$ cat src/hdl/mih_pkg.sv
// Constants shared by the interrupt handler and its bench.
// Assumes a single system clock and an 8-bit special-function-register port.
`default_nettype none

package mih_pkg;

    // ------------------------------------------------------------
    // Sizes
    // ------------------------------------------------------------
    localparam int unsigned NUM_SOURCES = 22;
    localparam int unsigned VEC_W       = 5;

    // ------------------------------------------------------------
    // Register map and fields
    // ------------------------------------------------------------
    localparam logic [7:0] TIMER_IRQ_CONTROL_ADDR = 8'h88;
    localparam int unsigned EXT0_TRIGGER_TYPE_BIT = 0;
    localparam int unsigned EXT0_PENDING_BIT      = 1;
    localparam int unsigned EXT1_TRIGGER_TYPE_BIT = 2;
    localparam int unsigned EXT1_PENDING_BIT      = 3;
    localparam logic [7:0] TIMER_IRQ_CONTROL_RESET = 8'h00;

    // ------------------------------------------------------------
    // Source numbering (lower index wins within one level)
    // ------------------------------------------------------------
    localparam int unsigned EXT0_SRC = 0;
    localparam int unsigned EXT1_SRC = 2;

    // Peripheral flags that hardware clears when the core vectors (value arbitrary)
    localparam logic [21:0] HW_CLEAR_MASK  = 22'h000002;
    localparam logic [21:0] PENDING_RESET  = 22'h000000;

endpackage : mih_pkg

`default_nettype wire

$ cat src/hdl/mih_interrupt_handler.sv
// Interrupt handler: pending flags, enables, two priority levels, vector request.
// Assumes the core sequencer pulses instrDone, vectorAck and retiDone on ref_clk,
// and that peripheral event and clear pulses come from logic on ref_clk.
//
// Summary of operation
// - Twenty-two sources, arbitrated on two priority levels.
// - A detected source condition sets that source's pending flag.
// - Flags set even when disabled; disabled flags raise no request.
// - Request waits for instruction end; core then calls the source's vector.
// - Routines end with return; handler then releases the active level.
// - Per-source enables count only while the global enable is one.
// - Global enable zero blocks every source.
// - Some flags clear on vectoring; others need a software clear.
// - Flag still set after return re-requests after one more instruction.
// - Software may set any flag except a level-mode external one; enabled flags then vector as usual.
// - External inputs active low; trigger type at control bits 0 and 2.
// - External pending flags sit at control bits 1 and 3.
// - Edge-mode external flag clears when the core vectors to it.
// - Level-mode external flag mirrors the asserted pin.
`default_nettype none

module mih_interrupt_handler (
    // Clock and reset
    input  wire logic        ref_clk,
    input  wire logic        rst,
    // External interrupt pins, active low, asynchronous
    input  wire logic        ext_irq0_n,
    input  wire logic        ext_irq1_n,
    // Peripheral event pulses and software flag writes
    input  wire logic [21:0] periphPendSet,
    input  wire logic [21:0] swPendSet,
    input  wire logic [21:0] swPendClear,
    // Enables and priorities
    input  wire logic        global_irq_enable,
    input  wire logic [21:0] srcEnable,
    input  wire logic [21:0] srcPriorityHigh,
    // Special-function-register port
    input  wire logic [7:0]  sfrAddr,
    input  wire logic        sfrWrite,
    input  wire logic [7:0]  sfrWdata,
    output logic      [7:0]  sfrRdata,
    // Core sequencer handshake
    input  wire logic        instrDone,
    input  wire logic        vectorAck,
    input  wire logic        retiDone,
    output logic             irqReq,
    output logic      [4:0]  irqVector,
    // Status
    output logic      [21:0] pendingFlags,
    output logic      [1:0]  activeLevel
);

    // ------------------------------------------------------------
    // Lowest set index of a request vector
    // ------------------------------------------------------------
    function automatic logic [5:0] mih_pick(input logic [21:0] req);
        logic [5:0] res;
        res = 6'h00;
        for (int i = mih_pkg::NUM_SOURCES - 1; i >= 0; i--) begin
            if (req[i]) begin
                res = {1'b1, 5'(i)};
            end
        end
        return res;
    endfunction : mih_pick

    // ------------------------------------------------------------
    // State
    // ------------------------------------------------------------
    logic [1:0]  syncA;
    logic [1:0]  syncB;
    logic [1:0]  pinPrev;
    logic [1:0]  trigEdge;
    logic [1:0]  next_trigEdge;
    logic [21:0] pending;
    logic [21:0] next_pending;
    logic [1:0]  active;
    logic [1:0]  next_active;
    logic        holdOff;
    logic        next_holdOff;
    logic        next_irqReq;
    logic [4:0]  next_irqVector;
    logic [7:0]  next_sfrRdata;

    // ------------------------------------------------------------
    // Pin synchronisers; the second stage and its delayed copy pinPrev feed logic
    // ------------------------------------------------------------
    always_ff @(posedge ref_clk or posedge rst) begin
        if (rst) begin
            syncA   <= 2'h3;
            syncB   <= 2'h3;
            pinPrev <= 2'h3;
        end else begin
            syncA   <= {ext_irq1_n, ext_irq0_n};
            syncB   <= syncA;
            pinPrev <= syncB;
        end
    end

    // ------------------------------------------------------------
    // Combinational next state
    // ------------------------------------------------------------
    logic        ctrlWr;
    logic [21:0] eligible;
    logic [5:0]  pickHigh;
    logic [5:0]  pickLow;
    logic [21:0] hwSet;
    logic [21:0] hwClr;

    always_comb begin
        ctrlWr = sfrWrite && (sfrAddr == mih_pkg::TIMER_IRQ_CONTROL_ADDR);
        next_trigEdge = trigEdge;
        if (ctrlWr) begin
            next_trigEdge[0] = sfrWdata[mih_pkg::EXT0_TRIGGER_TYPE_BIT];
            next_trigEdge[1] = sfrWdata[mih_pkg::EXT1_TRIGGER_TYPE_BIT];
        end

        // Event sources: peripherals, software, falling pin edges
        hwSet = periphPendSet | swPendSet;
        hwClr = swPendClear;
        if (ctrlWr) begin
            hwSet[mih_pkg::EXT0_SRC] = hwSet[mih_pkg::EXT0_SRC] | sfrWdata[mih_pkg::EXT0_PENDING_BIT];
            hwSet[mih_pkg::EXT1_SRC] = hwSet[mih_pkg::EXT1_SRC] | sfrWdata[mih_pkg::EXT1_PENDING_BIT];
            hwClr[mih_pkg::EXT0_SRC] = hwClr[mih_pkg::EXT0_SRC] | ~sfrWdata[mih_pkg::EXT0_PENDING_BIT];
            hwClr[mih_pkg::EXT1_SRC] = hwClr[mih_pkg::EXT1_SRC] | ~sfrWdata[mih_pkg::EXT1_PENDING_BIT];
        end
        if (trigEdge[0] && pinPrev[0] && !syncB[0]) begin
            hwSet[mih_pkg::EXT0_SRC] = 1'b1;
        end
        if (trigEdge[1] && pinPrev[1] && !syncB[1]) begin
            hwSet[mih_pkg::EXT1_SRC] = 1'b1;
        end
        // Hardware clear on vectoring, only for sources flagged for it and edge-mode external sources
        if (vectorAck) begin
            hwClr[irqVector] = hwClr[irqVector] | mih_pkg::HW_CLEAR_MASK[irqVector];
            if (irqVector == 5'(mih_pkg::EXT0_SRC) && trigEdge[0]) begin
                hwClr[mih_pkg::EXT0_SRC] = 1'b1;
            end
            if (irqVector == 5'(mih_pkg::EXT1_SRC) && trigEdge[1]) begin
                hwClr[mih_pkg::EXT1_SRC] = 1'b1;
            end
        end
        // Set wins over clear so no event is lost; flags set regardless of enables
        next_pending = (pending & ~hwClr) | hwSet;
        // Level mode: flag follows the pin, ignoring writes
        if (!trigEdge[0]) begin
            next_pending[mih_pkg::EXT0_SRC] = ~syncB[0];
        end
        if (!trigEdge[1]) begin
            next_pending[mih_pkg::EXT1_SRC] = ~syncB[1];
        end

        // Arbitration over enabled flags
        eligible = pending & srcEnable & {22{global_irq_enable}};
        pickHigh = mih_pick(eligible & srcPriorityHigh);
        pickLow  = mih_pick(eligible & ~srcPriorityHigh);

        next_irqReq    = 1'b0;
        next_irqVector = irqVector;
        if (!holdOff && !vectorAck && !retiDone) begin
            if (pickHigh[5] && !active[1]) begin
                next_irqReq    = 1'b1;
                next_irqVector = pickHigh[4:0];
            end else if (pickLow[5] && active == 2'h0) begin
                next_irqReq    = 1'b1;
                next_irqVector = pickLow[4:0];
            end
        end

        // Active levels: set on vectoring, innermost released on return
        next_active = active;
        if (vectorAck) begin
            if (srcPriorityHigh[irqVector]) begin
                next_active[1] = 1'b1;
            end else begin
                next_active[0] = 1'b1;
            end
        end else if (retiDone) begin
            if (active[1]) begin
                next_active[1] = 1'b0;
            end else begin
                next_active[0] = 1'b0;
            end
        end

        // One instruction must complete after a return before a new call
        next_holdOff = holdOff;
        if (retiDone) begin
            next_holdOff = 1'b1;
        end else if (instrDone) begin
            next_holdOff = 1'b0;
        end

        // Register read-back; timer bits 7..4 are not part of this block
        next_sfrRdata = 8'h00;
        if (sfrAddr == mih_pkg::TIMER_IRQ_CONTROL_ADDR) begin
            next_sfrRdata[mih_pkg::EXT0_TRIGGER_TYPE_BIT] = trigEdge[0];
            next_sfrRdata[mih_pkg::EXT0_PENDING_BIT]      = pending[mih_pkg::EXT0_SRC];
            next_sfrRdata[mih_pkg::EXT1_TRIGGER_TYPE_BIT] = trigEdge[1];
            next_sfrRdata[mih_pkg::EXT1_PENDING_BIT]      = pending[mih_pkg::EXT1_SRC];
        end
    end

    // ------------------------------------------------------------
    // Registers
    // ------------------------------------------------------------
    always_ff @(posedge ref_clk or posedge rst) begin
        if (rst) begin
            trigEdge     <= 2'h0;
            pending      <= mih_pkg::PENDING_RESET;
            active       <= 2'h0;
            holdOff      <= 1'b0;
            irqReq       <= 1'b0;
            irqVector    <= 5'h00;
            sfrRdata     <= mih_pkg::TIMER_IRQ_CONTROL_RESET;
            pendingFlags <= mih_pkg::PENDING_RESET;
            activeLevel  <= 2'h0;
        end else begin
            trigEdge     <= next_trigEdge;
            pending      <= next_pending;
            active       <= next_active;
            holdOff      <= next_holdOff;
            irqReq       <= next_irqReq;
            irqVector    <= next_irqVector;
            sfrRdata     <= next_sfrRdata;
            pendingFlags <= next_pending;
            activeLevel  <= next_active;
        end
    end

endmodule : mih_interrupt_handler

`default_nettype wire

$ cat config.mk
export PLATFORM = sky130hd
export DESIGN_NAME = mih_interrupt_handler
export DESIGN_NICKNAME = d
export VERILOG_FILES = /design/src/hdl/mih_pkg.sv /design/src/hdl/mih_interrupt_handler.sv
export SDC_FILE = /design/constraint.sdc
export NUM_CORES = 1
export LEC_CHECK = 0
export BUFFER_PORTS_ARGS = -buffer_cell sky130_fd_sc_hd__clkbuf_2
export CAP_MARGIN = 10
export CORE_ASPECT_RATIO = 0.9
export CORE_UTILIZATION = 40
export CTS_BUF_LIST = sky130_fd_sc_hd__clkbuf_4 sky130_fd_sc_hd__clkbuf_8 sky130_fd_sc_hd__clkbuf_16
export DETAILED_ROUTE_END_ITERATION = 8
export HOLD_SLACK_MARGIN = 0.06
export PLACE_DENSITY = 0.78
export SLEW_MARGIN = 25
export SYNTH_ARGS = -nofsm -noshare
export SYNTH_HDL_FRONTEND = slang
export SYNTH_SLANG_ARGS = --single-unit
$ cat constraint.sdc
create_clock -name ref_clk -period 1.9 [get_ports ref_clk]
set_input_delay 0.38 -clock ref_clk [delete_from_list [all_inputs] [get_ports ref_clk]]
set_output_delay 0.38 -clock ref_clk [all_outputs]
set_load 0.005 [all_outputs]
==> reports/qor.csv, run 1 <==
metric,value,unit
path_cells,"nand4b_1, nand4_1, nor3_2, and3_4, a31oi_4, o21ai_4, mux2_4",
placementRows,28,
hpwl,7.909,mm
root_buffer,clkbuf_8,
critical_path.max_fanout,4,
dp_slack,-308.8,ps
powerDensity,719.5,nW/um2
cts.sinks,43,
io_buffers,164,
grt_antenna_before_repair,0,
htree_levels,2,
synth_edf_count,0,
grt_setup_unrepaired,true,
fin_crit_sh,100.6,%
ant_nets,0,
cp-start-kind,register,
ir_worst_vdd,0.0003238,V
firstDrtPassIters,5,
start_util,42.49,%
arrival,2110,ps
first_global_vias,3310,
grt_max_degree,29,
drv_slew,0,
synth_area,2858,um2
fin_ws,-11.46,ps
whs_path_depth,1,
status,"finished, violations left",
vias,3447,
grt_use_total,25.39,%
die_h,82.19,um
routabilityCongestion,0.8887,
synthCells,319,
max_freq,523.2,MHz
clock_path_buffers,2,
dp_cells,630,
critical_path.slowest_cell,dfrtp_1,
final_area,4459,um2
layout_min_cycle_time,1911,ps
failed_checks,negative setup slack,
leakage,0.002431,uW
diodes,0,
cts_buffers,5,
grt_pass1_wl,14.99,mm
routedWlPerCell,14.57,um
viasPerCell,5.311,
critical-path-max-stage-delay,430,ps
synth-seq-cells,43,
syn_to_final_growth,56.04,%
num-nets-final,693,
drc_errors,0,
insertion_delay,310,ps
max_cap_viol_count,0,
wl,9.456,mm
yosysWarnings,0,
crit_type,reg -> reg,
avgSynthCellArea,8.958,um2
setup_violations,2,
chipWidth,91.10,um
drive_gt1_share,50.63,%
coreArea,6726,um2
fp.dieArea,7487,um2
r2r_cells,7,
synthArstFlopShare,100.0,%
hold_viol,0,
drtIter0Drc,159,
crit_required,2090,ps
stdcell_count,649,
dpl-instance-area,4248,um2
synth_ff_type,dfrtp_1,
yosysUniqueCellTypes,57,
hold_path_class,in -> reg,
synth-seq-area-share,37.92,%
ios,173,
cts_tree,done,
clk_pin_slew,100,ps
worst_clock_skew,11.99,ps
end_kind,register,
utilization,66.29,%
grt_overflow_total,0,
[area by class of cell]
type | instances | area, um2
Inverter | 35 | 131.4
Tap cell | 90 | 112.6
Clock buffer | 5 | 68.82
Multi-Input combinational cell | 233 | 1613
Clock inverter | 3 | 26.28
Sequential cell | 43 | 1085
Fill cell | 577 | 2267
Timing Repair Buffer | 240 | 1423
[worst max-delay path, delay by kind of cell, from the launching register on]
| family | cells | cell delay [ps] |
|---|---|---|
| compound gates | 2 | 320 |
| flops | 1 | 430 |
| mux | 1 | 320 |
| simple gates | 4 | 720 |
[placed cells by master (no fill, tap or decap), drive strengths merged, types with 2 or more instances in the layout]
cell type  instances
buf               75
o22ai              3
clkbuf           169
nor2              35
and3               4
a211oi             2
a311o              2
o31ai              2
a221oi             3
nand2             19
dfstp              6
nand2b             4
inv               38
nand4b            15
a21oi             12
nand4             31
nand3              8
mux2i              4
o21bai             2
conb               4
dfrtp             37
nor2b              4
and4               4
nor4               4
mux2               6
and2               4
a22oi              2
a31oi              3
o21ai             35
mux4               5
and4b              3
[cells in the mapped netlist, types with 3 or more instances]
cell	instances	area (um2)
mux2i_1	4	40.04
mux4_2	5	112.6
nand2b_1	4	25.02
and4b_1	3	30.03
nand4_1	29	181.4
nor4_1	3	18.77
nand3_1	7	35.03
dfrtp_1	37	925.9
inv_1	35	131.4
nand2_1	19	71.32
a221oi_1	3	26.28
a21oi_1	12	60.06
and2_1	4	25.02
nor2b_1	4	25.02
mux2_2	4	45.04
dfstp_2	6	157.7
nand4b_1	14	122.6
buf_4	5	37.54
and3_1	3	18.77
o21ai_0	32	160.2
nor2_1	35	131.4
buf_2	3	15.01
and4_1	3	26.28
[per-stage QoR]
step                      hold WS [ps]  total power [uW]  TNS, ps
after floorplan                  345.2              1846   -50.58
after global placement           330.7              2447    -1011
after detailed placement         340.8              2493    -1421
after CTS                        135.9              3187        0
after global routing             130.8              3383   -533.8
final                            135.1              3208   -14.29
[registers in the layout (all words and copies together) (netlist names)]
| register | count |
|---|---|
| irqReq | 1 |
| syncA | 2 |
| sfrRdata | 4 |
| holdOff | 1 |
| trigEdge | 2 |
| syncB | 2 |
| irqVector | 5 |
| active | 2 |
| pending | 22 |
| pinPrev | 2 |
[worst paths after layout]
| kind | startpoint | end | slack, ps |
|---|---|---|---|
| worst min-delay path | ext_irq0_n | syncA[0] | 140 |
| worst min register to register | syncA[1] | syncB[1] | 360 |
| worst max-delay path | pending[7] | irqVector[2] | -10 |
| worst max register to register | pending[7] | irqVector[2] | -10 |
| max in group asynchronous | rst | pinPrev[0] | 780 |
| min in group asynchronous | rst | pending[4] | 540 |
[power breakdown]
group          internal, uW  switching [uW]  leakage (uW)
registers              1030             147      0.000472
logic                   733             640       0.00191
clock network           274             387     0.0000495
[cells by family (layout without fill, tap and decap cells)]
| logic type | count (synthesis) | count (layout) | synth area share (%) |
|---|---|---|---|
| buf+inv | 46 | 283 | 7.355 |
| compound gates | 77 | 77 | 17.82 |
| flops | 43 | 43 | 37.92 |
| simple gates | 137 | 137 | 28.81 |
| mux | 15 | 15 | 7.969 |
| other cells | 1 | 4 | 0.1312 |
[per-layer routing]
metal  vias to the layer above  track usage [%]  wire, um
li1                       1673                -         -
met1                      1619            30.31      3886
met2                       143            47.12      4846
met3                        12            5.037       604
met4                         0            7.302       119
met5                         -                0         0
[repair_timing]
| action | 4_1_cts | 5_1_grt |
|---|---|---|
| hold buffers | 1 | 0 |
| setup buffers | 8 | 2 |
| endpoints found under the setup margin | 4 | 7 |
| hold endpoints to repair | 10 | 0 |
| resized for setup | 3 | 4 |
| pin swaps | 6 | 10 |
Note: power is estimated with default switching activity, not from simulation.
==> run 2, diff against run 1 <==
TNS_END_PERCENT = 20   (was unset)
==> run 2 against run 1 <==
The run still ends with negative setup slack left. Power decreased by 2.5%. Core utilization decreased by 0.89 points. Sequential cell count unchanged. Clock-buffer cell count unchanged. Largest power group unchanged.
==> reports/qor.csv, run 2 (synthesis results as in run 1) <==
metric,value,unit
grt_use_total,25.27,%
status,"finished, violations left",
p_sw,1115,uW
largest_reg_flops,22,
r2r-start,pending[1],
max_freq,520.8,MHz
r2r_cells,6,
drv_slew,0,
clk_pin_slew,90,ps
fin_crit_sh,101.0,%
critical_path.slowest_cell,dfrtp_1,
swShare,35.65,%
grt_antenna_before_repair,0,
routabilityCongestion,0.8904,
chipWidth,91.10,um
fin_ws,-19.94,ps
clockPowerShare,19.2,%
fp.dieArea,7487,um2
crit_type,reg -> reg,
layout_min_cycle_time,1920,ps
hold_viol,0,
reg_top3,"pending (22), irqVector (5), sfrRdata (4)",
htree_levels,2,
critical-path-max-stage-delay,430,ps
cts.sinks,43,
whs,119.4,ps
start_util,42.49,%
crit_required,2090,ps
root_buffer,clkbuf_8,
crit_end,irqVector[4],
hold_path_class,in -> async,
leakage,0.002400,uW
grt_pass1_wl,14.91,mm
insertion_delay,300,ps
dp_cells,627,
grt_overflow_total,0,
failed_checks,negative setup slack,
max-slew-margin-rel,59.78,%
drc_errors,0,
first_global_vias,3296,
ios,173,
grt_setup_unrepaired,true,
io_buffers,164,
routedWlPerCell,14.22,um
stdcell_count,646,
setup_violations,2,
max_cap_viol_count,0,
viasPerCell,5.277,
dpl-instance-area,4202,um2
vias,3409,
syn_to_final_growth,53.94,%
p_comb_share,43.8,%
hpwl,7.546,mm
utilization,65.40,%
path_cells,"nand4_1, nand4_2, nor4_4, nand2_2, o21ai_4, mux2_4",
cp-startpoint,pending[1],
drive_gt1_share,50.00,%
worst_clock_skew,4.605,ps
die_h,82.19,um
worst_pin_slew,602.5,ps
layout_commonest_cell,clkbuf_2,
cts_tree,done,
powerDensity,711.1,nW/um2
end_kind,register,
placementRows,28,
final_area,4399,um2
wl,9.184,mm
arrival,2110,ps
diodes,0,
regMostFlops,pending,
r2r_end,irqVector[4],
rrSetupSlack,-20,ps
cts_buffers,5,
p_int,2013,uW
coreArea,6726,um2
ir_worst_vdd,0.0004119,V
final_cell_mix,"clkbuf_2, buf_4, dfrtp_1",
cp-start-kind,register,
critical_path.max_fanout,3,
drtIter0Drc,170,
ant_nets,0,
firstDrtPassIters,4,
pwr-share-seq,37.0,%
clock_path_buffers,2,
grt_max_degree,40,
num-nets-final,690,
-- run 2: cell type report --
type,count,area [um2]
timing repair buffer,237,1389
tap,90,112.6
sequential,43,1084
clock buffer,5,68.82
inverter,35,131.4
clock inverter,3,20.02
fill,612,2327
multi-input combinational,233,1594
-- run 2: how the worst min path moves through the flow --
stage / startpoint / endpoint / slack [ps] / cells after the start
floorplan: syncA[0] / syncB[0] / 350 / 0
global placement: syncA[1] / syncB[1] / 350 / 0
detailed placement: syncA[1] / syncB[1] / 350 / 0
CTS: rst / pending[13] / 140 / 2
global route: ext_irq0_n / syncA[0] / 130 / 1
finish: rst / pending[4] / 120 / 2
-- run 2: power groups by stage --
stage,sequential (uW),clock (uW),combinational [uW]
floorplan,1150,0,694
global placement,1160,0,1270
detailed placement,1170,0,1300
CTS,1160,612,1340
global route,1170,666,1500
finish,1160,600,1370
-- run 2: routing by layer --
metal / up-vias / global-route usage, % / wire length [um]
li1: 1659 / - / -
met4: 0 / 7.778 / 119
met5: - / 0 / 0
met2: 136 / 46.89 / 4668
met1: 1601 / 30.80 / 3889
met3: 13 / 3.663 / 507
-- run 2: timing repair --
| item | CTS | global route |
|---|---|---|
| buffers inserted | 8 | 3 |
| setup endpoints to repair | 3 | 8 |
| hold buffers | 0 | 0 |
| pin swaps | 6 | 9 |
| gates cloned | 0 | 0 |
| resized for setup | 3 | 3 |
-- run 2: stage by stage --
stage	TNS (ps)	power (uW)	worst slack, ps
floorplan	-92.08	1842	-46.04
global placement	-1095	2436	-254.4
detailed placement	-1357	2474	-271.8
CTS	0	3108	3.496
global route	-424.0	3337	-102.7
finish	-37.79	3128	-19.94
-- run 2: critical path, delay by kind of cell, from the launching register on --
family | cells | cell delay [ps]
AO/OA/AOI/OAI | 1 | 220
multiplexers | 1 | 320
flip-flops | 1 | 430
AND/OR/NAND/NOR | 4 | 830
==> run 3, diff against run 2 <==
PLACE_DENSITY = 0.75   (was 0.78)
clock period = 1.93 ns   (was 1.9 ns; I/O delays follow)
==> run 3 against run 2 <==
The flow still finishes with violations (negative setup slack). Final area up 0.91%. Cell count grew 0.77%. Register-to-register slack barely moved. Clock power is 0.8% lower. Global-route usage grew 0.39 points. Fmax down 2.1%. Combinational power hardly changed. Sequential power is essentially flat. Critical endpoint is now irqVector[2]. Largest power group unchanged.
==> reports/qor.csv, run 3 (synthesis results as in run 1) <==
metric,value,unit
drv_slew,0,
routabilityCongestion,0.9282,
setup_violations,3,
hp-start,ext_irq0_n,
max_freq,509.8,MHz
whs,161.8,ps
dp_slack,-277.9,ps
leakage,0.002426,uW
routedWlPerCell,14.62,um
crit_buf_inv,0,
path_cells,"nand4_1, nand4_2, nor4_4, a21oi_2, o211ai_1, o41ai_2, mux2_4",
chipWidth,91.10,um
setup_tns,-64.82,ps
path_delay_family,simple AND/OR/NAND/NOR gates,
status,"finished, violations left",
clock_path_buffers,2,
grt_antenna_before_repair,0,
r2r-start,pending[2],
coreArea,6726,um2
end_kind,register,
cts_tree,done,
die_h,82.19,um
cts_buffers,5,
register_area,1084,um2
grt_use_total,25.65,%
syn_to_final_growth,55.34,%
multiInputGateArea,1598,um2
path_depth,7,
hpwl,7.720,mm
drive_gt1_share,50.45,%
ir_worst_vdd,0.0003814,V
layout_min_cycle_time,1961,ps
cp-start-kind,register,
ant_nets,0,
critical_path.slowest_cell,nor4_4,
r2r_end,irqVector[2],
hold_viol,0,
worst_clock_skew,4.973,ps
first_global_vias,3429,
r2r_cells,7,
reg_top3,"pending (22), irqVector (5), sfrRdata (4)",
rrSetupSlack,-30,ps
layout_commonest_cell,clkbuf_2,
whs_path_depth,1,
diodes,0,
critical-path-max-stage-delay,430,ps
arrival,2160,ps
drc_errors,0,
fp.dieArea,7487,um2
grt_max_degree,36,
powerDensity,701.3,nW/um2
critical_path.max_fanout,5,
drtIter0Drc,191,
failed_checks,negative setup slack,
num-fill-cells,570,
placementRows,28,
hold_path_class,in -> reg,
io_buffers,164,
cts.sinks,43,
largest_reg_flops,22,
fin_ws,-31.50,ps
clk_pin_slew,90,ps
crit_type,reg -> reg,
crit_required,2130,ps
grt_overflow_total,0,
viasPerCell,5.323,
grt_pass1_wl,14.99,mm
power,3113,uW
regMostFlops,pending,
dpl-instance-area,4179,um2
num-nets-final,695,
max_cap_viol_count,0,
min_to,syncA[0],
root_buffer,clkbuf_8,
vias,3465,
final_area,4439,um2
grt_setup_unrepaired,true,
fin_crit_sh,101.6,%
ios,173,
start_util,42.49,%
insertion_delay,300,ps
firstDrtPassIters,6,
final_cell_mix,"clkbuf_2, buf_4, dfrtp_1",
wl,9.517,mm
htree_levels,2,
==> run 3: how the worst max path moves through the flow <==
| stage | startpoint | end | slack (ps) |
|---|---|---|---|
| floorplan | global_irq_enable | irqVector[2] | -20 |
| global placement | global_irq_enable | irqVector[2] | -240 |
| detailed placement | global_irq_enable | irqVector[2] | -280 |
| CTS | pending[1] | irqVector[2] | 1 |
| global route | pending[1] | irqVector[2] | -120 |
| finish | pending[2] | irqVector[2] | -30 |
==> run 3: layout make-up <==
class	instances	area share (%)
sequential	43	24.41
timing repair buffer	242	32.10
multi-input combinational	233	35.99
inverter	35	2.959
clock buffer	6	1.719
tap	90	2.537
clock inverter	2	0.2818
==> run 3: through the flow <==
step | utilization [%] | cells
6_report | 66.00 | 651
5_1_grt | 66.00 | 651
4_1_cts | 65.87 | 651
3_5_place_dp | 62.13 | 624
3_3_place_gp | 62.13 | 624
2_1_floorplan | - | 322
==> run 3: timing repair <==
| item | 4_1_cts | 5_1_grt |
|---|---|---|
| endpoints found under the setup margin | 5 | 7 |
| buffers inserted | 18 | 0 |
| hold buffers | 1 | 0 |
| hold endpoints to repair | 11 | 0 |
| gates resized for setup | 4 | 2 |
| pin swaps | 9 | 6 |
==> run 3: report_power, final <==
part | leakage [uW] | switching, uW | internal (uW)
Clock | 0.0000446 | 328 | 267
Combinational | 0.00191 | 646 | 731
Sequential | 0.000473 | 131 | 1010
Total | 0.00243 | 1110 | 2010
==> run 3: layer usage <==
metal / global-route usage, % / vias up / part of all wire, %
met1: 29.34 / 1609 / 41
met3: 5.311 / 20 / 7.6
li1: - / 1669 / -
met4: 9.365 / 0 / 1.5
met5: 0 / - / 0
met2: 48.18 / 167 / 50
